## src/include/fpc_pkg.sv

```systemverilog
// Constants for the flash protection command controller.
// Assumes a 16-bit parallel NOR flash bus driven by the controller.
package fpc_pkg;
    // ----------------------------------------
    // Timing at the 25 MHz ref_clk
    // ----------------------------------------
    localparam int CLK_MHZ = 25;
    localparam int UNLOCK_GAP_NS = 1000;
    localparam int UNLOCK_GAP_CYC = (UNLOCK_GAP_NS * CLK_MHZ + 999) / 1000;
    localparam int PULSE_NS = 80;
    localparam int PULSE_CYC = (PULSE_NS * CLK_MHZ + 999) / 1000;
    // ----------------------------------------
    // Flash command addresses and data (16-bit mode)
    // ----------------------------------------
    localparam logic [11:0] FA_UNL1 = 12'h555;
    localparam logic [11:0] FA_UNL2 = 12'h2AA;
    localparam logic [7:0] FD_UNL1 = 8'hAA;
    localparam logic [7:0] FD_UNL2 = 8'h55;
    localparam logic [7:0] FD_ENT_XBLK = 8'h88;
    localparam logic [7:0] FD_ENT_LOCKREG = 8'h40;
    localparam logic [7:0] FD_ENT_PWD = 8'h60;
    localparam logic [7:0] FD_ENT_NVG = 8'hC0;
    localparam logic [7:0] FD_ENT_FRZ = 8'h50;
    localparam logic [7:0] FD_ENT_VG = 8'hE0;
    localparam logic [7:0] FD_EXIT1 = 8'h90;
    localparam logic [7:0] FD_EXIT2 = 8'h00;
    localparam logic [7:0] FD_PROG = 8'hA0;
    localparam logic [7:0] FD_ERASE = 8'h80;
    localparam logic [7:0] FD_CLR_ALL = 8'h30;
    localparam logic [7:0] FD_PWU_1 = 8'h25;
    localparam logic [7:0] FD_PWU_2 = 8'h03;
    localparam logic [7:0] FD_PWU_END = 8'h29;
    localparam logic [7:0] FD_GUARD_SET = 8'h00;
    localparam logic [7:0] FD_GUARD_CLR = 8'h01;
    localparam logic [7:0] FD_ALL_ONES = 8'hFF;
    // ----------------------------------------
    // Software registers of the controller
    // ----------------------------------------
    localparam logic [3:0] RA_CMD = 4'h0;
    localparam logic [3:0] RA_ADDR = 4'h1;
    localparam logic [3:0] RA_DATA = 4'h2;
    localparam logic [3:0] RA_STATUS = 4'h3;
    localparam logic [3:0] RA_RDATA = 4'h4;
    localparam logic [3:0] RA_PWD0 = 4'h8;
    // Operation codes written to RA_CMD
    typedef enum logic [3:0] {
        FPC_OP_ENT_XBLK = 4'h1,
        FPC_OP_EXIT_XBLK = 4'h2,
        FPC_OP_ENT_LOCKREG = 4'h3,
        FPC_OP_ENT_PWD = 4'h4,
        FPC_OP_ENT_NVG = 4'h5,
        FPC_OP_ENT_FRZ = 4'h6,
        FPC_OP_ENT_VG = 4'h7,
        FPC_OP_EXIT_SET = 4'h8,
        FPC_OP_PROGRAM = 4'h9,
        FPC_OP_CLR_ALL = 4'hA,
        FPC_OP_PWD_UNLOCK = 4'hB,
        FPC_OP_VG_CLEAR = 4'hC,
        FPC_OP_READ = 4'hD,
        FPC_OP_ERASE = 4'hE
    } fpc_op_t;
    // Mode the controller believes the flash is in
    typedef enum logic [2:0] {
        FPC_M_READ = 3'b000,
        FPC_M_XBLK = 3'b001,
        FPC_M_LOCKREG = 3'b010,
        FPC_M_PWD = 3'b011,
        FPC_M_NVG = 3'b100,
        FPC_M_FRZ = 3'b101,
        FPC_M_VG = 3'b110
    } fpc_mode_t;
    localparam int SEQ_MAX = 7;
endpackage

```

## src/hw/fpc_bus_cycle.sv

```systemverilog
// One asynchronous flash bus cycle, read or write, timed in ref_clk cycles.
// Assumes the flash pins are sampled by no other module; data in is synchronised here.
`timescale 1ns/1ps
module fpc_bus_cycle
    import fpc_pkg::*;
#(
    parameter int ADDR_W = 23,
    parameter int PULSE = PULSE_CYC
) (
    input wire logic ref_clk,
    input wire logic rst_n,
    input wire logic start,
    input wire logic is_write,
    input wire logic [ADDR_W-1:0] addr,
    input wire logic [15:0] wdata,
    output logic done,
    output logic [15:0] rdata,
    output logic [ADDR_W-1:0] fl_addr,
    output logic fl_ce_n,
    output logic fl_oe_n,
    output logic fl_we_n,
    output logic [15:0] fl_dq_out,
    output logic fl_dq_oe,
    input wire logic [15:0] fl_dq_in
);
    initial begin
        // Two strobe cycles let read data clear both sync flops before done
        if (PULSE < 2 || PULSE > 253) $error("PULSE out of range");
    end

    logic [7:0] cnt_reg;
    logic busy_reg;
    logic wr_reg;
    logic [15:0] sync1_reg;
    logic [15:0] sync2_reg;

    // ----------------------------------------
    // Strobe timing
    // ----------------------------------------
    always_ff @(posedge ref_clk) begin
        if (!rst_n) begin
            busy_reg <= 1'b0;
            cnt_reg <= 8'h00;
            wr_reg <= 1'b0;
            fl_addr <= '0;
            fl_dq_out <= 16'h0000;
        end else if (start && !busy_reg) begin
            busy_reg <= 1'b1;
            cnt_reg <= 8'(PULSE + 2);
            wr_reg <= is_write;
            fl_addr <= addr;
            fl_dq_out <= wdata;
        end else if (busy_reg) begin
            cnt_reg <= cnt_reg - 8'h01;
            if (cnt_reg == 8'h01) busy_reg <= 1'b0;
        end
    end

    // Pin data passes two flops before use
    always_ff @(posedge ref_clk) begin
        if (!rst_n) begin
            sync1_reg <= 16'h0000;
            sync2_reg <= 16'h0000;
            rdata <= 16'h0000;
        end else begin
            sync1_reg <= fl_dq_in;
            sync2_reg <= sync1_reg;
            // Track pin data through a read; settled word is in place at done
            if (busy_reg && !wr_reg) rdata <= sync2_reg;
        end
    end

    assign done = busy_reg && cnt_reg == 8'h01;
    assign fl_ce_n = !busy_reg;
    assign fl_we_n = !(busy_reg && wr_reg && cnt_reg > 8'h01 && cnt_reg <= 8'(PULSE + 1));
    assign fl_oe_n = !(busy_reg && !wr_reg);
    assign fl_dq_oe = busy_reg && wr_reg;
endmodule

```

## src/hw/fpc_ctrl.sv

```systemverilog
// Host controller issuing flash protection command sequences.
// Assumes software drives the register port; flash pins via fpc_bus_cycle.
//
// What this block does
// - Three writes enter extended block mode
// - Four writes exit extended block mode
// - Lock register entry, exit via 90/00
// - Password programmed as four word programs
// - At least 1 us between unlock commands
// - Exit sequence 90 then 00 anywhere
`timescale 1ns/1ps
module fpc_ctrl
    import fpc_pkg::*;
#(
    parameter int ADDR_W = 23,
    parameter int GAP_CYC = UNLOCK_GAP_CYC
) (
    input wire logic ref_clk,
    input wire logic rst_n,
    input wire logic [3:0] reg_addr,
    input wire logic [31:0] reg_wdata,
    input wire logic reg_wr,
    input wire logic reg_rd,
    output logic [31:0] reg_rdata,
    output logic [ADDR_W-1:0] fl_addr,
    output logic fl_ce_n,
    output logic fl_oe_n,
    output logic fl_we_n,
    output logic [15:0] fl_dq_out,
    output logic fl_dq_oe,
    input wire logic [15:0] fl_dq_in
);
    initial begin
        if (ADDR_W < 12) $error("ADDR_W too small");
        if (GAP_CYC < 1 || GAP_CYC > 65535) $error("GAP_CYC out of range");
    end

    typedef enum logic [1:0] {
        FPC_S_IDLE = 2'b00,
        FPC_S_RUN = 2'b01,
        FPC_S_WAIT = 2'b10
    } fpc_state_t;

    fpc_state_t state_reg;
    fpc_mode_t mode_reg;
    logic [3:0] op_reg;
    logic [ADDR_W-1:0] addr_reg;
    logic [15:0] data_reg;
    logic [15:0] pwd_reg [4];
    logic [2:0] step_reg;
    logic [2:0] len_reg;
    logic [15:0] gap_reg;
    logic refused_reg;
    logic [15:0] rd_reg;
    logic [ADDR_W-1:0] cyc_addr;
    logic [15:0] cyc_data;
    logic cyc_wr;
    logic cyc_start;
    logic cyc_done;
    logic [15:0] cyc_rdata;
    logic last_step;
    logic op_ok;
    logic cmd_go;
    fpc_mode_t mode_next;

    // ----------------------------------------
    // One flash bus cycle engine
    // ----------------------------------------
    fpc_bus_cycle #(.ADDR_W(ADDR_W)) u_cyc (
        .ref_clk(ref_clk),
        .rst_n(rst_n),
        .start(cyc_start),
        .is_write(cyc_wr),
        .addr(cyc_addr),
        .wdata(cyc_data),
        .done(cyc_done),
        .rdata(cyc_rdata),
        .fl_addr(fl_addr),
        .fl_ce_n(fl_ce_n),
        .fl_oe_n(fl_oe_n),
        .fl_we_n(fl_we_n),
        .fl_dq_out(fl_dq_out),
        .fl_dq_oe(fl_dq_oe),
        .fl_dq_in(fl_dq_in)
    );

    // Operation legality against tracked mode
    always_comb begin
        op_ok = 1'b1;
        case (op_reg)
            FPC_OP_ERASE: op_ok = mode_reg != FPC_M_XBLK;
            FPC_OP_CLR_ALL: op_ok = mode_reg == FPC_M_NVG;
            FPC_OP_PWD_UNLOCK: op_ok = mode_reg == FPC_M_PWD && gap_reg == 16'h0000;
            FPC_OP_VG_CLEAR: op_ok = mode_reg == FPC_M_VG;
            default: op_ok = 1'b1;
        endcase
    end

    // Number of bus cycles per operation (the read op is one read)
    function automatic logic [2:0] op_len(input logic [3:0] op);
        case (op)
            FPC_OP_ENT_XBLK, FPC_OP_ENT_LOCKREG, FPC_OP_ENT_PWD: op_len = 3'd3;
            FPC_OP_ENT_NVG, FPC_OP_ENT_FRZ, FPC_OP_ENT_VG: op_len = 3'd3;
            FPC_OP_EXIT_XBLK: op_len = 3'd4;
            FPC_OP_PWD_UNLOCK: op_len = 3'd7;
            FPC_OP_READ: op_len = 3'd1;
            default: op_len = 3'd2;
        endcase
    endfunction

    // Address and data of the current step
    always_comb begin
        cyc_addr = addr_reg;
        cyc_data = 16'h0000;
        cyc_wr = op_reg != FPC_OP_READ;
        case (op_reg)
            FPC_OP_EXIT_SET: cyc_data = {8'h00, step_reg == 3'd0 ? FD_EXIT1 : FD_EXIT2};
            FPC_OP_PROGRAM, FPC_OP_VG_CLEAR: begin
                if (step_reg != 3'd0) begin
                    cyc_data = data_reg;
                    if (op_reg == FPC_OP_VG_CLEAR) cyc_data = {8'h00, FD_GUARD_CLR};
                    else if (mode_reg == FPC_M_NVG || mode_reg == FPC_M_FRZ ||
                             mode_reg == FPC_M_VG) cyc_data = {8'h00, FD_GUARD_SET};
                end else cyc_data = {8'h00, FD_PROG};
            end
            FPC_OP_CLR_ALL, FPC_OP_ERASE: begin
                cyc_data = {8'h00, step_reg == 3'd0 ? FD_ERASE : FD_CLR_ALL};
                if (op_reg == FPC_OP_CLR_ALL) cyc_addr = '0;
            end
            FPC_OP_PWD_UNLOCK: begin
                cyc_addr = '0;
                if (step_reg == 3'd0) cyc_data = {8'h00, FD_PWU_1};
                else if (step_reg == 3'd1) cyc_data = {8'h00, FD_PWU_2};
                else if (step_reg == 3'd6) cyc_data = {8'h00, FD_PWU_END};
                else begin
                    cyc_addr = ADDR_W'(step_reg - 3'd2);
                    cyc_data = pwd_reg[2'(step_reg - 3'd2)];
                end
            end
            FPC_OP_READ: cyc_data = 16'h0000;
            default: begin
                // Unlock preamble then entry or exit code
                cyc_addr = ADDR_W'(step_reg == 3'd1 ? FA_UNL2 : FA_UNL1);
                case (step_reg)
                    3'd0: cyc_data = {8'h00, FD_UNL1};
                    3'd1: cyc_data = {8'h00, FD_UNL2};
                    3'd3: cyc_data = {8'h00, FD_EXIT2};
                    default: begin
                        case (op_reg)
                            FPC_OP_ENT_XBLK: cyc_data = {8'h00, FD_ENT_XBLK};
                            FPC_OP_ENT_LOCKREG: cyc_data = {8'h00, FD_ENT_LOCKREG};
                            FPC_OP_ENT_PWD: cyc_data = {8'h00, FD_ENT_PWD};
                            FPC_OP_ENT_NVG: cyc_data = {8'h00, FD_ENT_NVG};
                            FPC_OP_ENT_FRZ: cyc_data = {8'h00, FD_ENT_FRZ};
                            FPC_OP_ENT_VG: cyc_data = {8'h00, FD_ENT_VG};
                            default: cyc_data = {8'h00, FD_EXIT1};
                        endcase
                    end
                endcase
                // Final 00 of the four-write exit goes to address 0; entry address carries no bank bits
                if (step_reg == 3'd3) cyc_addr = '0;
            end
        endcase
    end

    assign cyc_start = state_reg == FPC_S_RUN;
    assign last_step = step_reg == len_reg - 3'd1;

    // Mode after a completed operation
    always_comb begin
        mode_next = mode_reg;
        case (op_reg)
            FPC_OP_ENT_XBLK: mode_next = FPC_M_XBLK;
            FPC_OP_EXIT_XBLK, FPC_OP_EXIT_SET: mode_next = FPC_M_READ;
            FPC_OP_ENT_LOCKREG: mode_next = FPC_M_LOCKREG;
            FPC_OP_ENT_PWD: mode_next = FPC_M_PWD;
            FPC_OP_ENT_NVG: mode_next = FPC_M_NVG;
            FPC_OP_ENT_FRZ: mode_next = FPC_M_FRZ;
            FPC_OP_ENT_VG: mode_next = FPC_M_VG;
            default: mode_next = mode_reg;
        endcase
    end

    // ----------------------------------------
    // Sequencer
    // ----------------------------------------
    always_ff @(posedge ref_clk) begin
        if (!rst_n) begin
            state_reg <= FPC_S_IDLE;
            mode_reg <= FPC_M_READ;
            step_reg <= 3'd0;
            len_reg <= 3'd1;
            refused_reg <= 1'b0;
            rd_reg <= 16'h0000;
        end else begin
            case (state_reg)
                FPC_S_IDLE: begin
                    if (cmd_go) begin
                        state_reg <= FPC_S_WAIT;
                        step_reg <= 3'd0;
                        len_reg <= op_len(reg_wdata[3:0]);
                    end
                end
                FPC_S_WAIT: begin
                    // Check legality once op is latched
                    if (op_ok) state_reg <= FPC_S_RUN;
                    else begin
                        refused_reg <= 1'b1;
                        state_reg <= FPC_S_IDLE;
                    end
                end
                FPC_S_RUN: begin
                    if (cyc_done) begin
                        if (op_reg == FPC_OP_READ) rd_reg <= cyc_rdata;
                        if (last_step) begin
                            state_reg <= FPC_S_IDLE;
                            mode_reg <= mode_next;
                        end else step_reg <= step_reg + 3'd1;
                    end
                end
                default: state_reg <= FPC_S_IDLE;
            endcase
            if (cmd_go) refused_reg <= 1'b0;
        end
    end

    // Command accepted only while idle
    assign cmd_go = state_reg == FPC_S_IDLE && reg_wr && reg_addr == RA_CMD;

    // Operation, address and data latches
    always_ff @(posedge ref_clk) begin
        if (!rst_n) begin
            op_reg <= 4'h0;
            addr_reg <= '0;
            data_reg <= 16'h0000;
            for (int i = 0; i < 4; i++) pwd_reg[i] <= 16'hFFFF;
        end else if (reg_wr) begin
            if (cmd_go) op_reg <= reg_wdata[3:0];
            if (reg_addr == RA_ADDR) addr_reg <= reg_wdata[ADDR_W-1:0];
            if (reg_addr == RA_DATA) data_reg <= reg_wdata[15:0];
            if (reg_addr[3:2] == RA_PWD0[3:2]) pwd_reg[reg_addr[1:0]] <= reg_wdata[15:0];
        end
    end

    // Spacing counter between unlock commands
    always_ff @(posedge ref_clk) begin
        if (!rst_n) gap_reg <= 16'h0000;
        else if (state_reg == FPC_S_RUN && op_reg == FPC_OP_PWD_UNLOCK && cyc_done && last_step)
            gap_reg <= 16'(GAP_CYC);
        else if (gap_reg != 16'h0000) gap_reg <= gap_reg - 16'h0001;
    end

    // Register read port, data one cycle later
    always_ff @(posedge ref_clk) begin
        if (!rst_n) reg_rdata <= 32'h0000_0000;
        else if (reg_rd) begin
            case (reg_addr)
                RA_STATUS: reg_rdata <= {24'h00_0000, 1'b0, refused_reg, gap_reg != 16'h0000,
                                         mode_reg, state_reg != FPC_S_IDLE, 1'b0};
                RA_RDATA: reg_rdata <= {16'h0000, rd_reg};
                RA_ADDR: reg_rdata <= 32'(addr_reg);
                RA_DATA: reg_rdata <= {16'h0000, data_reg};
                default: reg_rdata <= 32'h0000_0000;
            endcase
        end
    end
endmodule

```

## config.mk

```make
export PLATFORM = sky130hd
export DESIGN_NAME = fpc_ctrl
export DESIGN_NICKNAME = d
export VERILOG_FILES = /design/src/include/fpc_pkg.sv /design/src/hw/fpc_bus_cycle.sv /design/src/hw/fpc_ctrl.sv
export SDC_FILE = /design/constraint.sdc
export NUM_CORES = 1
export LEC_CHECK = 0
export BUFFER_PORTS_ARGS = -buffer_cell sky130_fd_sc_hd__buf_2
export CAP_MARGIN = 40
export CORE_ASPECT_RATIO = 0.6
export CORE_MARGIN = 4
export CORE_UTILIZATION = 45
export CTS_CLUSTER_SIZE = 28
export DETAILED_ROUTE_END_ITERATION = 7
export HOLD_SLACK_MARGIN = 0.12
export PLACE_DENSITY_LB_ADDON = 0.05
export SETUP_SLACK_MARGIN = 0.5
export SYNTH_ARGS = -nofsm -noshare
export SYNTH_HDL_FRONTEND = slang
export SYNTH_SLANG_ARGS = --single-unit
export TNS_END_PERCENT = 10
```

## constraint.sdc

```tcl
create_clock -name ref_clk -period 4.55 [get_ports ref_clk]
set_clock_uncertainty 0.05 [all_clocks]
set_input_delay 0.2275 -clock ref_clk [delete_from_list [all_inputs] [get_ports ref_clk]]
set_output_delay 0.2275 -clock ref_clk [all_outputs]
set_load 0.1 [all_outputs]
```

==> flow_summary.html <==
<table>
<tr><th>Metric</th><th>Value</th></tr>
<tr><th colspan="2">Run status</th></tr>
<tr><td>Status</td><td>completed</td></tr>
<tr><th colspan="2">Timing</th></tr>
<tr><td>Max transition margin</td><td>38.2%</td></tr>
<tr><td>Pins over their slew limit</td><td>0</td></tr>
<tr><td>Setup WS post-layout</td><td>around 1.7 ns</td></tr>
<tr><td>Final-layout worst hold slack</td><td>about 0.15 ns</td></tr>
<tr><td>Setup repair after global routing missed its margin</td><td>no</td></tr>
<tr><td>Final Hold Vio Count</td><td>0</td></tr>
<tr><td>Sum Neg Setup Slack</td><td>0 ns</td></tr>
<tr><td>Tmin final</td><td>~2.8 ns</td></tr>
<tr><td>FMAX</td><td>approximately 0.35 GHz</td></tr>
<tr><td>Share of the clock period used by the worst path after layout</td><td>between 60% and 70%</td></tr>
<tr><td>Actual transition at the worst max-transition pin</td><td>0.920 ns</td></tr>
<tr><td>Number of failing setup endpoints in the final timing report</td><td>0</td></tr>
<tr><th colspan="2">Floorplan</th></tr>
<tr><td>I/O pin count</td><td>131</td></tr>
<tr><td>Core footprint</td><td>~25000 sq um</td></tr>
<tr><td>Width of the die</td><td>215 um</td></tr>
<tr><td>Number of standard-cell rows in the floorplan</td><td>45</td></tr>
<tr><td>Starting density of the core</td><td>~46%</td></tr>
<tr><td>Die Footprint</td><td>28500 sq um</td></tr>
<tr><td>Die Span Y</td><td>between 100 and 150 um</td></tr>
<tr><th colspan="2">Worst setup path</th></tr>
<tr><td>CP Capture Type</td><td>flip-flop</td></tr>
<tr><td>CP Class</td><td>reg -&gt; reg</td></tr>
<tr><td>Launch point of the worst path</td><td>state_reg[0]</td></tr>
<tr><td>CP Data Arrival Time</td><td>about 3.2 ns</td></tr>
<tr><td>CP most frequent cell</td><td>sky130_fd_sc_hd__a21oi_1</td></tr>
<tr><td>Required time at the worst-slack endpoint</td><td>just under 5 ns</td></tr>
<tr><td>FF-to-FF Start</td><td>state_reg[0]</td></tr>
<tr><td>Cells on worst reg2reg path</td><td>6</td></tr>
<tr><td>Critical path's slowest cell</td><td>sky130_fd_sc_hd__nor4_1</td></tr>
<tr><td>Startpoint kind of the worst setup timing path</td><td>flip-flop</td></tr>
<tr><td>Delay contributed by the slowest stage of the critical path</td><td>around 0.84 ns</td></tr>
<tr><td>Cell class contributing the biggest share of worst-path delay</td><td>simple AND/OR/NAND/NOR gates</td></tr>
<tr><td>Largest fanout on the critical path</td><td>18</td></tr>
<tr><td>RR Endpoint</td><td>u_cyc.fl_addr[9]</td></tr>
<tr><td>Bufs and invs on worst path</td><td>1</td></tr>
<tr><td>Crit path cell chain</td><td>nor2b_1, nand2_1, nor4_1, buf_4, a21oi_1, a21oi_1</td></tr>
<tr><td>Flop2flop setup slack</td><td>1.73 ns</td></tr>
<tr><th colspan="2">Placement</th></tr>
<tr><td>Placed standard-cell area</td><td>~12000 sq um</td></tr>
<tr><td>Routability congestion estimate</td><td>roughly 0.9</td></tr>
<tr><td>Dpl cells</td><td>approximately 1600</td></tr>
<tr><td>Worst slack at placement</td><td>about 1.8 ns</td></tr>
<tr><td>Count of buffers inserted at the top-level ports</td><td>112</td></tr>
<tr><td>DPL Wire Length</td><td>21900 um</td></tr>
<tr><th colspan="2">CTS</th></tr>
<tr><td>CTS Hold Bufs</td><td>44</td></tr>
<tr><td>H-tree lvl count</td><td>1</td></tr>
<tr><td>CTS Buf Count</td><td>26</td></tr>
<tr><td>Maximum number of buffers from clock root to sink</td><td>3</td></tr>
<tr><td>Clk pin slew, worst setup/hold paths</td><td>about 0.07 ns</td></tr>
<tr><td>Clock Tree Root</td><td>sky130_fd_sc_hd__clkbuf_16</td></tr>
<tr><td>Skew-Pair Late Insertion Delay</td><td>about 0.55 ns</td></tr>
<tr><td>Clk sink count</td><td>between 200 and 300</td></tr>
<tr><td>Clock tree from TritonCTS</td><td>yes</td></tr>
<tr><td>Post-CTS setup buffers</td><td>0</td></tr>
<tr><td>CTS-repair resized insts</td><td>0</td></tr>
<tr><th colspan="2">Global routing</th></tr>
<tr><td>Wire length of the first global-routing pass</td><td>51000 um</td></tr>
<tr><td>Global-route usage over all layers</td><td>between 20% and 30%</td></tr>
<tr><td>Vias in the first global route</td><td>8861</td></tr>
<tr><td>Largest net degree at the start of global routing</td><td>80</td></tr>
<tr><td>Antenna violations before repair</td><td>1</td></tr>
<tr><td>Leftover overflow at the end of global routing</td><td>0</td></tr>
<tr><th colspan="2">Synthesis</th></tr>
<tr><td>Mapped Cells</td><td>roughly 1200</td></tr>
<tr><td>Ranking of synthesized cells by instance count</td><td>sky130_fd_sc_hd__dfxtp_1 (207), sky130_fd_sc_hd__nand2_1 (207), sky130_fd_sc_hd__a21oi_1 (135), sky130_fd_sc_hd__clkbuf_1 (73), sky130_fd_sc_hd__nor2_1 (71)</td></tr>
<tr><td>Synth top area share</td><td>~36%</td></tr>
<tr><td>Largest cells by area after synthesis</td><td>sky130_fd_sc_hd__dfxtp_1 (36%), sky130_fd_sc_hd__edfxtp_1 (17%), sky130_fd_sc_hd__nand2_1 (6.7%)</td></tr>
<tr><td>Sequential area share after synthesis</td><td>52.3%</td></tr>
<tr><td>Async set-or-reset flop fraction in the synthesized netlist</td><td>0%</td></tr>
<tr><td>Yosys warnings</td><td>0</td></tr>
<tr><td>Netlist area before placement</td><td>11600 sq um</td></tr>
<tr><td>Number of flops mapped to enable cells by yosys</td><td>64</td></tr>
<tr><td>Netlist cell types</td><td>73</td></tr>
<tr><td>Synthesis-stage register bit count</td><td>around 270</td></tr>
<tr><td>Predominant post-synthesis flop cell</td><td>sky130_fd_sc_hd__dfxtp_1</td></tr>
<tr><td>Synth Area per Inst</td><td>about 9.4 sq um</td></tr>
<tr><td>Cell taking the most area after synthesis</td><td>sky130_fd_sc_hd__dfxtp_1</td></tr>
<tr><th colspan="2">Detailed routing</th></tr>
<tr><td>Vias</td><td>between 9000 and 10000</td></tr>
<tr><td>1st-iter DRT viols</td><td>approximately 900</td></tr>
<tr><td>Via density per instance</td><td>between 5 and 6</td></tr>
<tr><td>Total wire length</td><td>32600 um</td></tr>
<tr><td>DRC</td><td>0</td></tr>
<tr><td>Routed len/inst</td><td>~19 um</td></tr>
<tr><td>Post-DRT Antenna Nets</td><td>0</td></tr>
<tr><td>Iteration count of the initial detailed-routing pass</td><td>6</td></tr>
<tr><th colspan="2">Flow run</th></tr>
<tr><td>MaxCap Viol Count</td><td>0</td></tr>
<tr><th colspan="2">Pwr</th></tr>
<tr><td>Cell-internal power</td><td>~4.0 mW</td></tr>
<tr><td>Post-layout total power</td><td>around 5 mW</td></tr>
<tr><td>Largest vdd supply drop</td><td>~220 uV</td></tr>
<tr><td>Power density over the cells</td><td>375 nW/um^2</td></tr>
<tr><td>Net switching component of the power</td><td>~1.2 mW</td></tr>
<tr><td>Sw Ratio</td><td>a little under a quarter</td></tr>
<tr><td>Part of the power in registers</td><td>between 40% and 50%</td></tr>
<tr><td>Reported leakage power</td><td>between 4 and 5 nW</td></tr>
<tr><td>Clock share of power</td><td>~45%</td></tr>
<tr><td>Combinational Power Share</td><td>between 5 and 6%</td></tr>
<tr><th colspan="2">Cells and area</th></tr>
<tr><td>Area Growth Syn to Fin</td><td>18.2%</td></tr>
<tr><td>Flip-flop count of the largest register, all copies and words added</td><td>64</td></tr>
<tr><td>Area of all placed cells without fillers</td><td>13700 sq um</td></tr>
<tr><td>Number of fill cells in the layout</td><td>2337</td></tr>
<tr><td>Fraction of layout instances using a drive strength above 1</td><td>between 10% and 20%</td></tr>
<tr><td>Layout Cells excl Fill</td><td>between 1500 and 2000</td></tr>
<tr><td>Post-layout net count</td><td>between 1000 and 1500</td></tr>
<tr><td>Diodes inserted</td><td>0</td></tr>
<tr><td>Final core utilization</td><td>54.1%</td></tr>
<tr><th colspan="2">Worst hold path</th></tr>
<tr><td>End point of the most critical hold path</td><td>op_reg[1]</td></tr>
<tr><td>Worst min path class</td><td>in -&gt; reg</td></tr>
<tr><td>Beginning of the worst hold path</td><td>rst_n</td></tr>
<tr><td>Number of cells traversed by the worst hold path</td><td>3</td></tr>
</table>
## how the worst max path moves through the flow
stage | cells past startpoint | to | slack, ns
finish | 6 | u_cyc.fl_addr[9] | 1.73
CTS | 5 | fl_oe_n | 1.77
global placement | 6 | u_cyc.fl_addr[9] | 1.83
floorplan | 7 | u_cyc.rdata[10] | 1.60
global route | 6 | u_cyc.fl_addr[9] | 1.51
detailed placement | 6 | u_cyc.fl_addr[9] | 1.78
## routing by layer
metal | wire length, um | global-route usage [%] | share of wire (%)
met5 | 0 | 0 | 0
met4 | 539 | 3.83 | 1.7
met3 | 1900 | 3.89 | 5.8
met2 | 13600 | 32.6 | 42
met1 | 16500 | 34.6 | 51
## placed cells by master (no fill, tap or decap), drive strengths merged, types with 5 or more instances in the layout
cell type and n:
nand2 207, dfxtp 207, buf 136, a21oi 135, nor2 71, edfxtp 64, o21ai 53, or3 51
dlygate4sd3 44, and2 41, clkbuf 41, nand3 22, inv 21, or2 18, a31oi 16, mux4 16
nand2b 14, a2bb2oi 12, a22oi 12, xnor2 12, ha 12, xor2 11, nor3 11, a222oi 10
nand3b 9, a21o 9, conb 9, nor2b 8, nor4 7, a22o 6, nand4 6, mux2i 5
## cell families after synthesis
| group | count (synthesis) | share of synthesized area (%) |
|---|---|---|
| DFF | 271 | 52.3 |
| muxes | 23 | 3.73 |
| and+or+nand+nor | 490 | 21.3 |
| other | 1 | 0.0323 |
| xor gates and xnor gates | 24 | 1.93 |
| AOI/OAI and AO/OA | 286 | 14.8 |
| buffers and inverters | 122 | 4.57 |
| adders and majority gates | 12 | 1.29 |
## layout make-up
class                           count  area (sq um)  share of cell area, %
Multi-Input combinational cell    844          5050                   36.8
Sequential cell                   271          6070                   44.2
Clock inverter                      7           116                  0.848
Timing Repair Buffer              180          1200                   8.75
Clock buffer                       41           790                   5.76
Tap cell                          329           412                   3.00
Inverter                           21          81.3                  0.593
## power groups by stage
stage / Combinational, mW / Sequential (mW) / Clock, mW
6_report: 0.288 / 2.55 / 2.31
5_1_grt: 0.309 / 2.55 / 2.45
4_1_cts: 0.287 / 2.54 / 2.35
3_5_place_dp: 0.257 / 2.60 / 0
3_3_place_gp: 0.254 / 2.60 / 0
2_1_floorplan: 0.165 / 2.60 / 0
## tightest hold or removal path, cell delays in order
cell                     delay (ns)
sky130_fd_sc_hd__buf_2         0.11
sky130_fd_sc_hd__inv_4         0.20
sky130_fd_sc_hd__nor2_1        0.16
No activity file was read; power rests on OpenSTA's default activity.
